## src/fbre_pkg.sv

```systemverilog
// Shared constants and types of the flash burst read engine.
// Assumes a 125 MHz system clock and a single AHB-Lite master.
package fbre_pkg;

  localparam int          CLK_NS      = 8;
  localparam int          ADDR_W      = 8;
  localparam int          DATA_W      = 16;
  localparam int          MEM_WORDS   = 64;
  localparam int          SYNC_W      = 13;

  ////////////////////////////////////////////////////////////////////////////////
  // Register offsets, byte addresses within the slave window.
  localparam logic [11:0] OFS_CFG     = 12'h000;
  localparam logic [11:0] OFS_TGT     = 12'h004;
  localparam logic [11:0] OFS_STATV   = 12'h008;
  localparam logic [11:0] OFS_QUERY   = 12'h00C;
  localparam logic [11:0] OFS_STATE   = 12'h010;
  localparam logic [11:0] OFS_MEM_LO  = 12'h100;
  localparam logic [11:0] OFS_MEM_HI  = 12'h1FC;
  localparam logic [2:0]  HSIZE_WORD  = 3'h2;

  ////////////////////////////////////////////////////////////////////////////////
  // Configuration word fields and values.
  localparam int          CFG_BL_LSB  = 0;
  localparam int          CFG_WRAP    = 3;
  localparam int          CFG_PINFN   = 4;
  localparam int          CFG_RSV_LO  = 5;
  localparam int          CFG_EDGE    = 6;
  localparam int          CFG_HOLD    = 9;
  localparam int          CFG_WPOL    = 10;
  localparam int          CFG_LAT_LSB = 11;
  localparam int          CFG_RSV_HI  = 14;
  localparam int          CFG_RMODE   = 15;
  localparam logic [15:0] CFG_RST     = 16'h3DDF;
  localparam logic [15:0] CFG_WMASK   = 16'hBFDF;
  localparam logic [2:0]  BL_4W       = 3'h1;
  localparam logic [2:0]  BL_8W       = 3'h2;
  localparam logic [2:0]  BL_CONT     = 3'h7;
  localparam logic [2:0]  LAT_MIN     = 3'h2;

  ////////////////////////////////////////////////////////////////////////////////
  // Positions of the synchronised pins; the address occupies the low bits.
  localparam int          PIN_K       = 8;
  localparam int          PIN_LAT     = 9;
  localparam int          PIN_CE      = 10;
  localparam int          PIN_OE      = 11;
  localparam int          PIN_HRST    = 12;

  ////////////////////////////////////////////////////////////////////////////////
  // Times and derived cycle counts, rounded up.
  localparam int          STBY_NS     = 150;
  localparam int          RAND_NS     = 80;
  localparam int          PAGE_NS     = 24;
  localparam logic [4:0]  STBY_CYC    = 5'((STBY_NS + CLK_NS - 1) / CLK_NS);
  localparam logic [4:0]  RAND_CYC    = 5'((RAND_NS + CLK_NS - 1) / CLK_NS);
  localparam logic [4:0]  PAGE_CYC    = 5'((PAGE_NS + CLK_NS - 1) / CLK_NS);

  // Signature value is arbitrary.
  localparam logic [15:0] SIG_CODE    = 16'h5A01;

  typedef enum logic [1:0] {TGT_ARRAY, TGT_STATUS, TGT_QUERY, TGT_SIG} fbre_tgt_e;
  typedef enum logic [2:0] {ST_IDLE, ST_LAT, ST_DATA, ST_BWAIT, ST_END} fbre_st_e;

endpackage

```

## src/fbre_seq_if.sv

```systemverilog
// Carrier between the burst controller and its address sequencer.
// Assumes both ends sit on the same system clock.
`timescale 1ns/1ns
interface fbre_seq_if;
  logic [fbre_pkg::ADDR_W-1:0] cur;
  logic [2:0]                  len_code;
  logic                        wrap_en;
  logic [fbre_pkg::ADDR_W-1:0] nxt;
  logic                        cross16;
  logic                        fixed;
  logic [3:0]                  last_idx;
  modport ctl (output cur, len_code, wrap_en, input nxt, cross16, fixed, last_idx);
  modport seq (input cur, len_code, wrap_en, output nxt, cross16, fixed, last_idx);
endinterface

```

## src/fbre_top.sv

```systemverilog
// Read path of a 16-bit NOR flash: asynchronous page reads and synchronous bursts.
// Assumes an AHB-Lite master on i_mclk and a host that owns the flash pins.
//
// Chosen here: the placing of the registers and register access over AHB-Lite.
`timescale 1ns/1ns

module fbre_top (
  input  wire logic                        i_mclk,
  input  wire logic                        i_rst,
  input  wire logic                        i_hsel,
  input  wire logic [31:0]                 i_haddr,
  input  wire logic [1:0]                  i_htrans,
  input  wire logic                        i_hwrite,
  input  wire logic [2:0]                  i_hsize,
  input  wire logic [31:0]                 i_hwdata,
  input  wire logic                        i_hready,
  output logic      [31:0]                 o_hrdata,
  output logic                             o_hreadyout,
  output logic                             o_hresp,
  input  wire logic                        i_k,
  input  wire logic                        i_lat_n,
  input  wire logic                        i_ce_n,
  input  wire logic                        i_oe_n,
  input  wire logic                        i_hardware_reset_n,
  input  wire logic [fbre_pkg::ADDR_W-1:0] i_addr,
  output logic      [fbre_pkg::DATA_W-1:0] o_dq,
  output logic                             o_dq_oe,
  output logic                             o_wait,
  output logic                             o_wait_oe,
  output logic                             o_standby
);
  import fbre_pkg::*;

  logic [SYNC_W-1:0] pin_s;
  logic [SYNC_W-1:0] pin_prev_q;
  logic [ADDR_W-1:0] a_s;
  logic              k_s, lat_n_s, ce_n_s, oe_n_s, hrst_s;
  logic [15:0]       cfg_q;
  fbre_tgt_e         tgt_q;
  logic [15:0]       statv_q;
  logic [15:0]       query_q;
  logic [15:0]       mem [MEM_WORDS];
  logic              pend_q, wr_q;
  logic [11:0]       a_q;
  fbre_st_e          st_q, st_d_q;
  logic [ADDR_W-1:0] addr_q, start_q;
  logic [2:0]        cnt_q;
  logic [3:0]        words_q, edg_q;
  logic              hold_ph_q, waited_q, arm_q;
  logic [5:0]        page_q;
  logic [ADDR_W-1:0] last_a_q;
  logic              page_ok_q;
  logic [4:0]        dly_q, idle_q;
  logic              wait_act, k_act, act;
  logic [2:0]        lat_eff;
  logic              async_md, wrap_en, pin_wait, edge_rise, hold2, wpol;

  fbre_seq_if sif ();

  fbre_sync u_sync (
    .i_mclk  (i_mclk),
    .i_rst   (i_rst),
    .i_async ({i_hardware_reset_n, i_oe_n, i_ce_n, i_lat_n, i_k, i_addr}),
    .o_sync  (pin_s)
  );

  fbre_seq u_seq (
    .sif (sif)
  );

  assign a_s       = pin_s[ADDR_W-1:0];
  assign k_s       = pin_s[PIN_K];
  assign lat_n_s   = pin_s[PIN_LAT];
  assign ce_n_s    = pin_s[PIN_CE];
  assign oe_n_s    = pin_s[PIN_OE];
  assign hrst_s    = pin_s[PIN_HRST];
  assign async_md  = cfg_q[CFG_RMODE];
  assign wrap_en   = ~cfg_q[CFG_WRAP];
  assign pin_wait  = ~cfg_q[CFG_PINFN];
  assign edge_rise = cfg_q[CFG_EDGE];
  assign hold2     = cfg_q[CFG_HOLD];
  assign wpol      = cfg_q[CFG_WPOL];
  assign lat_eff   = (cfg_q[CFG_LAT_LSB +: 3] < LAT_MIN) ? LAT_MIN : cfg_q[CFG_LAT_LSB +: 3];
  assign sif.cur      = addr_q;
  assign sif.len_code = cfg_q[CFG_BL_LSB +: 3];
  assign sif.wrap_en  = wrap_en;
  assign o_hresp   = 1'b0;

  // Data seen at the pins for the last command target.
  function automatic logic [15:0] src_word(input logic [ADDR_W-1:0] a);
    case (tgt_q)
      TGT_STATUS: src_word = statv_q;
      TGT_QUERY:  src_word = query_q;
      TGT_SIG:    src_word = SIG_CODE;
      default:    src_word = mem[a[5:0]];
    endcase
  endfunction

  ////////////////////////////////////////////////////////////////////////////////
  // AHB-Lite slave with one wait state, so that read data leaves a flip-flop.
  always_ff @(posedge i_mclk) begin
    if (i_rst) begin
      pend_q      <= 1'b0;
      wr_q        <= 1'b0;
      a_q         <= 12'h000;
      o_hreadyout <= 1'b1;
    end else if (i_hsel && i_htrans[1] && i_hready) begin
      pend_q      <= 1'b1;
      wr_q        <= i_hwrite && (i_hsize == HSIZE_WORD);
      a_q         <= i_haddr[11:0];
      o_hreadyout <= 1'b0;
    end else if (pend_q) begin
      pend_q      <= 1'b0;
      o_hreadyout <= 1'b1;
    end
  end

  always_ff @(posedge i_mclk) begin
    if (i_rst || !hrst_s) begin
      cfg_q   <= CFG_RST;
      tgt_q   <= TGT_ARRAY;
      statv_q <= 16'h0000;
      query_q <= 16'h0000;
    end else if (pend_q && wr_q) begin
      if (a_q == OFS_CFG) begin
        cfg_q <= i_hwdata[15:0] & CFG_WMASK;
      end else if (a_q == OFS_TGT) begin
        tgt_q <= fbre_tgt_e'(i_hwdata[1:0]);
      end else if (a_q == OFS_STATV) begin
        statv_q <= i_hwdata[15:0];
      end else if (a_q == OFS_QUERY) begin
        query_q <= i_hwdata[15:0];
      end
    end
  end

  always_ff @(posedge i_mclk) begin
    if (pend_q && wr_q && a_q >= OFS_MEM_LO && a_q <= OFS_MEM_HI) begin
      mem[a_q[7:2]] <= i_hwdata[15:0];
    end
  end

  always_ff @(posedge i_mclk) begin
    if (i_rst) begin
      o_hrdata <= 32'h0000_0000;
    end else if (pend_q && !wr_q) begin
      if (a_q == OFS_CFG) begin
        o_hrdata <= {16'h0000, cfg_q};
      end else if (a_q == OFS_TGT) begin
        o_hrdata <= {30'h0000_0000, tgt_q};
      end else if (a_q == OFS_STATV) begin
        o_hrdata <= {16'h0000, statv_q};
      end else if (a_q == OFS_QUERY) begin
        o_hrdata <= {16'h0000, query_q};
      end else if (a_q == OFS_STATE) begin
        o_hrdata <= {15'h0000, waited_q, o_standby, st_q, words_q, addr_q};
      end else if (a_q >= OFS_MEM_LO && a_q <= OFS_MEM_HI) begin
        o_hrdata <= {16'h0000, mem[a_q[7:2]]};
      end else begin
        o_hrdata <= 32'h0000_0000;
      end
    end
  end

  ////////////////////////////////////////////////////////////////////////////////
  // Link clock edge detection and latch arming.
  assign k_act = edge_rise ? (k_s && !pin_prev_q[PIN_K]) : (!k_s && pin_prev_q[PIN_K]);

  always_ff @(posedge i_mclk) begin
    if (i_rst) begin
      pin_prev_q <= {SYNC_W{1'b1}};
    end else begin
      pin_prev_q <= pin_s;
    end
  end

  // Armed by the later of the two falling edges, taken by the next active edge.
  always_ff @(posedge i_mclk) begin
    if (i_rst) begin
      arm_q <= 1'b0;
    end else if ((!lat_n_s && pin_prev_q[PIN_LAT]) || (!ce_n_s && pin_prev_q[PIN_CE])) begin
      arm_q <= 1'b1;
    end else if (k_act) begin
      arm_q <= 1'b0;
    end
  end

  ////////////////////////////////////////////////////////////////////////////////
  // Burst controller. A halted link clock simply freezes it, which is the suspend.
  always_ff @(posedge i_mclk) begin
    if (i_rst || !hrst_s || ce_n_s || async_md) begin
      st_q      <= ST_IDLE;
      addr_q    <= 8'h00;
      start_q   <= 8'h00;
      cnt_q     <= 3'h0;
      words_q   <= 4'h0;
      hold_ph_q <= 1'b0;
      waited_q  <= 1'b0;
    end else if (k_act && arm_q && !lat_n_s) begin
      st_q      <= ST_LAT;
      addr_q    <= a_s;
      start_q   <= a_s;
      cnt_q     <= lat_eff - 3'h1;
      words_q   <= 4'h0;
      hold_ph_q <= 1'b0;
      waited_q  <= 1'b0;
    end else if (k_act) begin
      case (st_q)
        ST_LAT: begin
          if (cnt_q == 3'h1) begin
            st_q <= ST_DATA;
          end else begin
            cnt_q <= cnt_q - 3'h1;
          end
        end
        ST_DATA: begin
          if (hold2 && !hold_ph_q) begin
            hold_ph_q <= 1'b1;
          end else begin
            hold_ph_q <= 1'b0;
            if (sif.fixed && words_q == sif.last_idx) begin
              st_q <= ST_END;
            end else begin
              words_q <= words_q + 4'h1;
              addr_q  <= sif.nxt;
              if (sif.cross16 && !waited_q && start_q[1:0] != 2'h0) begin
                st_q     <= ST_BWAIT;
                cnt_q    <= {1'b0, start_q[1:0]};
                waited_q <= 1'b1;
              end
            end
          end
        end
        ST_BWAIT: begin
          if (cnt_q == 3'h1) begin
            st_q <= ST_DATA;
          end else begin
            cnt_q <= cnt_q - 3'h1;
          end
        end
        default: begin
        end
      endcase
    end
  end

  ////////////////////////////////////////////////////////////////////////////////
  // Asynchronous page access; the host must have selected this mode first.
  always_ff @(posedge i_mclk) begin
    if (i_rst || !async_md || ce_n_s) begin
      page_ok_q <= 1'b0;
      page_q    <= 6'h00;
      last_a_q  <= 8'h00;
      dly_q     <= 5'h00;
    end else if (a_s != last_a_q || !page_ok_q) begin
      last_a_q  <= a_s;
      page_q    <= a_s[7:2];
      page_ok_q <= 1'b1;
      dly_q     <= (page_ok_q && a_s[7:2] == page_q) ? PAGE_CYC : RAND_CYC;
    end else if (dly_q != 5'h00) begin
      dly_q <= dly_q - 5'h01;
    end
  end

  // Standby only saves power; the outputs keep being driven.
  assign act = (pin_s[SYNC_W-1:PIN_LAT] != pin_prev_q[SYNC_W-1:PIN_LAT])
             || (a_s != pin_prev_q[ADDR_W-1:0]);

  always_ff @(posedge i_mclk) begin
    if (i_rst || !async_md || act) begin
      idle_q    <= 5'h00;
      o_standby <= 1'b0;
    end else if (idle_q == STBY_CYC - 5'h01) begin
      o_standby <= 1'b1;
    end else begin
      idle_q <= idle_q + 5'h01;
    end
  end

  ////////////////////////////////////////////////////////////////////////////////
  // Pin drivers.
  assign wait_act = !async_md && !oe_n_s
                  && (st_q == ST_LAT || st_q == ST_BWAIT || st_q == ST_END);

  always_ff @(posedge i_mclk) begin
    if (i_rst) begin
      o_dq      <= 16'h0000;
      o_dq_oe   <= 1'b0;
      o_wait    <= 1'b0;
      o_wait_oe <= 1'b0;
    end else begin
      if (!async_md) begin
        o_dq <= src_word(addr_q);
      end else if (dly_q == 5'h01) begin
        o_dq <= src_word(a_s);
      end
      o_dq_oe   <= !ce_n_s && !oe_n_s && hrst_s;
      o_wait    <= wpol ? wait_act : !wait_act;
      o_wait_oe <= pin_wait && !ce_n_s && !oe_n_s && hrst_s;
    end
  end

  ////////////////////////////////////////////////////////////////////////////////
  // Checks.
  always_ff @(posedge i_mclk) begin
    if (i_rst) begin
      st_d_q <= ST_IDLE;
      edg_q  <= 4'h0;
    end else begin
      st_d_q <= st_q;
      edg_q  <= (st_q != st_d_q) ? 4'(k_act) : edg_q + 4'(k_act);
    end
  end
endmodule

```

## src/fbre_seq.sv

```systemverilog
// Next-address logic of a synchronous burst.
// Assumes the controller holds the current word address on the carrier.
`timescale 1ns/1ns
module fbre_seq (
  fbre_seq_if.seq sif
);
  import fbre_pkg::*;

  logic [ADDR_W-1:0] lin;
  logic [ADDR_W-1:0] msk;

  always_comb begin
    lin          = sif.cur + 8'h01;
    msk          = (sif.len_code == BL_4W) ? 8'h03 : (sif.len_code == BL_8W) ? 8'h07 : 8'h0F;
    sif.fixed    = (sif.len_code != BL_CONT);
    sif.last_idx = msk[3:0];
    if (sif.fixed && sif.wrap_en) begin
      // Stay inside the aligned block; an aligned start gives the linear order.
      sif.nxt     = (sif.cur & ~msk) | (lin & msk);
      sif.cross16 = 1'b0;
    end else begin
      sif.nxt     = lin;
      sif.cross16 = (lin[3:0] == 4'h0);
    end
  end

endmodule

```

## src/fbre_sync.sv

```systemverilog
// Two-stage synchronisers for every pin that enters the system clock domain.
// Assumes pins idle high after reset.
`timescale 1ns/1ns
module fbre_sync (
  input  wire logic                        i_mclk,
  input  wire logic                        i_rst,
  input  wire logic [fbre_pkg::SYNC_W-1:0] i_async,
  output logic      [fbre_pkg::SYNC_W-1:0] o_sync
);
  import fbre_pkg::*;

  logic [SYNC_W-1:0] meta_q;

  genvar g;
  generate
    for (g = 0; g < SYNC_W; g++) begin : g_bit
      always_ff @(posedge i_mclk) begin
        if (i_rst) begin
          meta_q[g] <= 1'b1;
          o_sync[g] <= 1'b1;
        end else begin
          meta_q[g] <= i_async[g];
          o_sync[g] <= meta_q[g];
        end
      end
    end
  endgenerate

endmodule

```

## config.mk

```make
export PLATFORM = sky130hd
export DESIGN_NAME = fbre_top
export DESIGN_NICKNAME = d
export VERILOG_FILES = /design/src/fbre_pkg.sv /design/src/fbre_seq_if.sv /design/src/fbre_top.sv /design/src/fbre_seq.sv /design/src/fbre_sync.sv
export SDC_FILE = /design/constraint.sdc
export NUM_CORES = 2
export LEC_CHECK = 0
export BUFFER_PORTS_ARGS = -buffer_cell sky130_fd_sc_hd__buf_2
export CORE_MARGIN = 2
export CORE_UTILIZATION = 52
export DETAILED_ROUTE_END_ITERATION = 12
export GPL_ROUTABILITY_DRIVEN = 1
export PLACE_DENSITY = 0.76
export SYNTH_ARGS = -nofsm -noshare
export SYNTH_HDL_FRONTEND = slang
export SYNTH_HIERARCHICAL = 1
export SYNTH_SLANG_ARGS = --single-unit
```

## constraint.sdc

```tcl
create_clock -name i_mclk -period 6.4 [get_ports i_mclk]
set_input_delay 0.32 -clock i_mclk [delete_from_list [all_inputs] [get_ports i_mclk]]
set_output_delay 0.32 -clock i_mclk [all_outputs]
set_load 0.03 [all_outputs]
```

Word-level counts from Yosys, hierarchy flattened
Memories as Yosys holds them, arrays and structs flattened. A register that Yosys moved wholly into a read port is not among the register bits.
Cells that the tools add are included.

storage, ports and cells
  flip-flop bits (word level) = 202
  latch bits = 0
  RAM bits = 1,024
  ROM bits = 0
  bits of input ports = 87
  output and inout bits = 54
  logic and storage cells = 237
  memories kept = 1

operators by class
  add/sub/neg operators = 6
  multipliers = 0
  div/mod/pow operators = 0
  order comparisons = 3
  eq/ne operators = 35
  shifts and indexed selects = 0
  muxes and demuxes = 52
  bitwise gates (word level) = 11
  reductions and logical operators = 74

memories
  memory  words  width  read ports  clocked after Yosys merged registers in  write ports  RTL line        source
  mem     64     16     3           3                                        1            fbre_top.sv:42  logic [15:0] mem [MEM_WORDS];

operators by type and width
  cell                                                                 count
  one-hot mux 16 bit (3 select lines)                                  2
  2-to-1 mux 17 bit                                                    5
  2-to-1 mux 8 bit                                                     7
  2-to-1 mux 16 bit                                                    3
  2-to-1 mux 3 bit                                                     11
  2-to-1 mux 6 bit                                                     5
  logical AND 1 bit                                                    27
  equality test 12 x 4 -> 1 bit (second input constant)                2
  AND reduction 5 bit                                                  4
  inequality test 3 bit (second input constant)                        6
  bitwise AND 8 bit                                                    2
  inequality test 8 bit                                                2
  nonzero test 2 bit                                                   7
  2-to-1 mux 1 bit                                                     13
  equality test 12 x 3 -> 1 bit (second input constant)                1
  equality test 12 x 5 -> 1 bit (second input constant)                1
  equality test 3 x 2 -> 1 bit (second input constant)                 4
  greater-or-equal comparator 12 x 9 -> 1 bit (second input constant)  1
  <= comparator 12 x 9 -> 1 bit (second input constant)                1
  zero test 1 bit                                                      12
  zero test 12 bit                                                     1
  one-hot mux 3 bit (2 select lines)                                   2
  AND reduction 4 bit                                                  3
  logical OR 1 bit                                                     11
  other kinds (31)                                                     48

Longest topological paths before layout
  depth in word-level cells = 14
  mapped depth = 10
  depth with buffers taken out = 9

Hierarchy
Netlist, hierarchy kept.

by module, submodules not included
  module     instances  cells an instance  area an instance (sq um)  seq. area each (sq um)
  fbre_top   1          3,637              62,929.1                  34,092.7
  fbre_sync  1          54                 705.7                     520.5
  fbre_seq   1          32                 230.2                     0.0

Worst setup path after synthesis
Ideal clock, no wire load.

  path type = register to register
  start point = register a_q[11]
  end point = memory mem[27][0], enable pin
  library setup time = 388 ps
  arrival = 2,394 ps
  required time = 6,012 ps
  path slack = 3,618 ps
  stages on the path, launching flop included = 6
  buffers on the path = 1
  period minus slack after synthesis = 2,782 ps
  cell sequence = dfxtp_1 nor3_1 o311ai_0 or4b_2 clkbuf_1 nor2_1

on the way
  cells in the longest elaborated chain, start to end = 5
  elaborated cells on any way between the ends = 6
  classes of those cells = order compare (2); mux (2); reduce/logical (2)

ends and longest elaborated chain
  item                                         RTL line         source
  from (decl)                                  fbre_top.sv:44   logic [11:0] a_q;
  from (signal assigned)                       fbre_top.sv:110  a_q <= i_haddr[11:0];
  greater-or-equal comparator 12 x 9 -> 1 bit  fbre_top.sv:138  if (pend_q && wr_q && a_q >= OFS_MEM_LO && a_q <= OFS_MEM_HI) begin
  logical AND 1 bit                            fbre_top.sv:138
  logical AND 1 bit (*)                        fbre_top.sv:138
  2-to-1 mux 1 bit (*)                         fbre_top.sv:138
  2-to-1 mux 1 bit (implied by the code) (*)   fbre_top.sv:139  mem[a_q[7:2]] <= i_hwdata[15:0];
  to (decl)                                    fbre_top.sv:42

Every way passes the cells marked *; elsewhere a longest branch is shown, timed or not.

Worst setup path after layout
  start point = register a_q[6]
  end point = memory mem[50][7], enable pin

on the way
  cells in the longest elaborated chain, start to end = 5
  elaborated cells on any way between the ends = 6
  classes of those cells = order compare (2); mux (2); reduce/logical (2)

ends and longest elaborated chain
  item                                         RTL line
  greater-or-equal comparator 12 x 9 -> 1 bit  fbre_top.sv:138
  logical AND 1 bit (2 in a row)               fbre_top.sv:138
  2-to-1 mux 1 bit                             fbre_top.sv:138
  2-to-1 mux 1 bit (implied by the code)       fbre_top.sv:139

Several ways; a longest one is shown, not always the timed one.

==> results.txt <==
- In this run the worst setup path terminates at mem[50][7].
- Later-pin clock latency in the skew report: 0.77 ns
* Area after detailed placement: 66,100 um2
- Final Util: 0.580
* Proportion of synthesized flip-flops having asynchronous set or reset: 0
- Among all flip-flop cells after synthesis, the most frequent one is sky130_fd_sc_hd__edfxtp_1.
- Buffers added to address setup during post-CTS repair amount to 0.
- Most common cell after layout, fill and taps aside: sky130_fd_sc_hd__edfxtp_1
- Commonest cells after routing, fill and taps aside: sky130_fd_sc_hd__edfxtp_1, sky130_fd_sc_hd__mux4_2, sky130_fd_sc_hd__nand2_1
- Synthesis instantiated 75 different standard cells from the library.
- Final RePlAce weighted congestion: 0.965
* Number of core rows: 128
* Flip-flop and latch count after synthesis: 1,217
* CTS tree: built
* Final Critical Period: 4.32 ns
- Yosys mapped a number of flops with a built-in enable equal to 1,024.
* I/O pin total: 141
- Of the cells placed in the final design, the portion with a size suffix greater than 1 is 0.363.
- For this configuration, the core starts out at a cell density of 0.524.
- For this design the total switching power over the nets is 3860 uW.
- The worst register-to-register path has a depth of 7.
- Final setup violation count: 0
* Outcome: completed
* Top cell by count, worst path: sky130_fd_sc_hd__buf_4
- After layout, the worst setup slack is 2.08 ns.
* Total number of clock tree sinks: 1,217
* Netlist area before placement: 63,900 um2
- Worst clock skew: 0.0390 ns
- The cell count after synthesis came out at 3,723.
- Placeable core region: 122,000 um2
* Maximum fanout count along the critical path: 14
- Via Count: 41,700
* Met3 Track Usage GR: 0.143
- Maximum clock path buffer count: 3
* Number of DRC violations after detailed-routing iteration 0: 7,733
- The number of antenna violations at the first check in global routing is 16.
* Reg2reg setup slack: 2.08 ns
- Once detailed placement completed, the half-perimeter wirelength came to 128,000 um.
- WP depth: 7
- Setup repair after global routing left no endpoint under its margin.
- Achievable Freq: 231 MHz
- Post-route clock period utilization: 0.675
* GR Overflow Total: 0
* CP max stage cell: sky130_fd_sc_hd__nor2_2
* Switching part of the total: 0.224
- Share of synthesized area occupied by flip-flops and latches: 0.542
- With fillers left out, the area of the finished cells amounts to 70,700 um2.
* Port-buffer cells: 87
- Critical Path End Type: flop
- After detailed routing, the average wire length per cell comes to 37.7 um.
* Mean instance size in the synthesized netlist: 17.2 um2
* Area Growth Syn to Fin: 10.7%
* Aggregate negative setup slack: 0 ns
- Post-Route WL: 206,000 um
- The worst setup path is launched from a flop.
* Share of power burned in combinational logic: 0.051
- Chip Width: 354 um
- Count of nets after finishing: 3,848
* Static leakage: 0.0222 uW
* Largest net degree at the start of global routing: 95
- Clock power share: 0.447
- Measured slew at the worst slew-check pin: 1.32 ns
- The share of total power dissipated in sequential elements is 0.502.
- The critical path contains buffers and inverters numbering 2 combined.
- All-layer global routing usage: 0.329
- End of the worst register-to-register path: mem[50][7]
- Traced cell by cell, the critical path runs through nand3_2 > o311ai_0 > buf_4 > nor2_1 > nand4_1 > nor2_2 > buf_4.
* Post-route DRC: 0
- Relative slew margins: 0.119
* Clock slew at reported path FFs: 0.06 ns
- Hold violation total from the final report: 0
* Number of buffers added by the clock tree synthesis step: 131
- At the placement stage, the worst setup path has a slack of 2.38 ns.
* Level count of the clock H-tree: 4
- Highest-utilization routing layer at the global route stage: met2
- The number of max-slew violations in the final report came to 0.
- Using the TritonRoute via totals, the vias-per-cell ratio works out to 7.61.
* Root buf cell: sky130_fd_sc_hd__clkbuf_16
* Launching element of the worst setup path: a_q[6]
* Die Height: 354 um
- Crit Path Category: reg -> reg
- The pre-antenna-repair detailed-routing pass consisted of 9 iterations.
- For this run, global-route usage on met2 was measured as 0.480.
* Ys Warns: 6
- Pint: 13,400 uW
- Required time of the critical path: 6.85 ns
- Max capacitance violation total: 0
* Post-route ant nets: 0
* Worst reg2reg path startpoint: a_q[6]
- The die covers 126,000 um2.
- Delay contributed by the slowest stage of the critical path: 1.35 ns
- Across the VDD grid, the largest voltage drop is 0.257 mV.
* Ratio of total power to cell area: 244 nW/um2
* Vias in the first global route: 41,000
* Type of the worst min-delay path: in -> reg
- Grouping stages by cell kind, the critical path spends the most delay in simple AND/OR/NAND/NOR gates.
* GRT met1 Usage: 0.423
- The first global-routing pass estimated 295,000 um of wire.
* Critical path arrival: 4.77 ns
- Worst hold slack after final layout: 0.156 ns
-- through the flow --
step           cells  power (uW)
6_report        5482       17300
5_1_grt         5479       17600
4_1_cts         5478       17200
3_5_place_dp    5214        9670
3_3_place_gp    5214        9660
2_1_floorplan   3739        9340
-- routing by layer --
metal / part of all wire / wire, um
met4: 0.060 / 12500
met5: 0.00088 / 181
met3: 0.17 / 35100
met1: 0.33 / 67600
met2: 0.44 / 91100
-- worst min path at each step --
stage                            startpoint           endpoint  slack [ns]  depth (start not counted)
after floorplan           u_sync/meta_q[10]  u_sync/o_sync[10]        0.38                          1
after global placement     u_sync/meta_q[4]   u_sync/o_sync[4]        0.39                          1
after detailed placement   u_sync/meta_q[7]   u_sync/o_sync[7]        0.39                          1
after CTS                       i_htrans[1]        o_hreadyout        0.12                          3
after global routing            i_htrans[1]        o_hreadyout        0.23                          3
final                           i_htrans[1]        o_hreadyout        0.16                          3
-- worst register-to-register path, delay by kind of cell, from the launching register on --
kind | cells | cell delay (ns)
buffers and inverters | 2 | 0.50
AO/OA/AOI/OAI | 1 | 0.25
flip-flops | 1 | 0.44
AND/OR/NAND/NOR | 4 | 2.82
-- state kept, by name (all words and copies together) (netlist names), 2 cells and up, named ones only --
signal	count
last_a_q	2
page_q	6
idle_q	5
a_q	12
st_q	3
start_q	2
o_dq	16
u_sync/o_sync	13
addr_q	8
tgt_q	2
mem	1024
statv_q	16
cfg_q	14
dly_q	5
pin_prev_q	13
query_q	16
words_q	4
cnt_q	3
o_hrdata	17
u_sync/meta_q	13
-- kinds of logic (layout without fill, tap and decap cells) --
group           Yosys count  after routing  synth area share
compound gates          459            459            0.0516
xor+xnor                 41             41           0.00562
fa+ha+maj                12             12           0.00235
buf+inv                 380            494            0.0287
flops                  1217           1217             0.542
mux                    1009           1009             0.325
other cells               2             22          0.000118
simple gates            603            603            0.0450
-- synthesized netlist by cell type (all sizes together), types with 10 or more instances --
library cell,n,share of area
edfxtp,1024,0.48
mux4,845,0.30
buf,202,0.018
dfxtp,193,0.060
nand2,183,0.011
nor2,161,0.0095
clkbuf,148,0.0087
mux2i,121,0.019
a21oi,85,0.0067
a221oi,73,0.010
o21ai,60,0.0047
a22o,46,0.0063
or2,46,0.0045
mux2,43,0.0076
o22ai,42,0.0041
nor3,41,0.0032
nand3,38,0.0033
inv,30,0.0018
xor2,30,0.0041
and3,29,0.0028
a22oi,27,0.0032
nor2b,23,0.0023
o221ai,22,0.0030
a211oi,17,0.0020
nand2b,15,0.0015
nor4,15,0.0015
a211o,13,0.0018
ha,12,0.0024
and2,11,0.0011
o311ai,11,0.0015
xnor2,11,0.0015
nand4,10,0.00098
-- power by group through the flow --
stage	sequential (uW)	clock (uW)	combinational [uW]
2_1_floorplan	8790	0	552
3_3_place_gp	8830	0	833
3_5_place_dp	8830	0	844
4_1_cts	8660	7700	860
5_1_grt	8660	8000	919
6_report	8660	7700	885
-- final cells by class --
| type | count | area (um2) |
|---|---|---|
| Antenna cell | 4 | 10.0 |
| Clock buffer | 164 | 3590 |
| Clock inverter | 73 | 729 |
| Fill cell | 8755 | 51200 |
| Inverter | 30 | 113 |
| Multi-Input combinational cell | 2142 | 27800 |
| Sequential cell | 1217 | 34700 |
| Tap cell | 1625 | 2030 |
| Timing Repair Buffer | 227 | 1740 |
-- repair_timing --
| item | in CTS | in global routing |
|---|---|---|
| resized for setup | 0 | 0 |
| endpoints found under the hold margin | 32 | 0 |
| setup endpoints to repair | 0 | 0 |
| hold buffers | 27 | 0 |
Power figures use the tool's default switching activity.
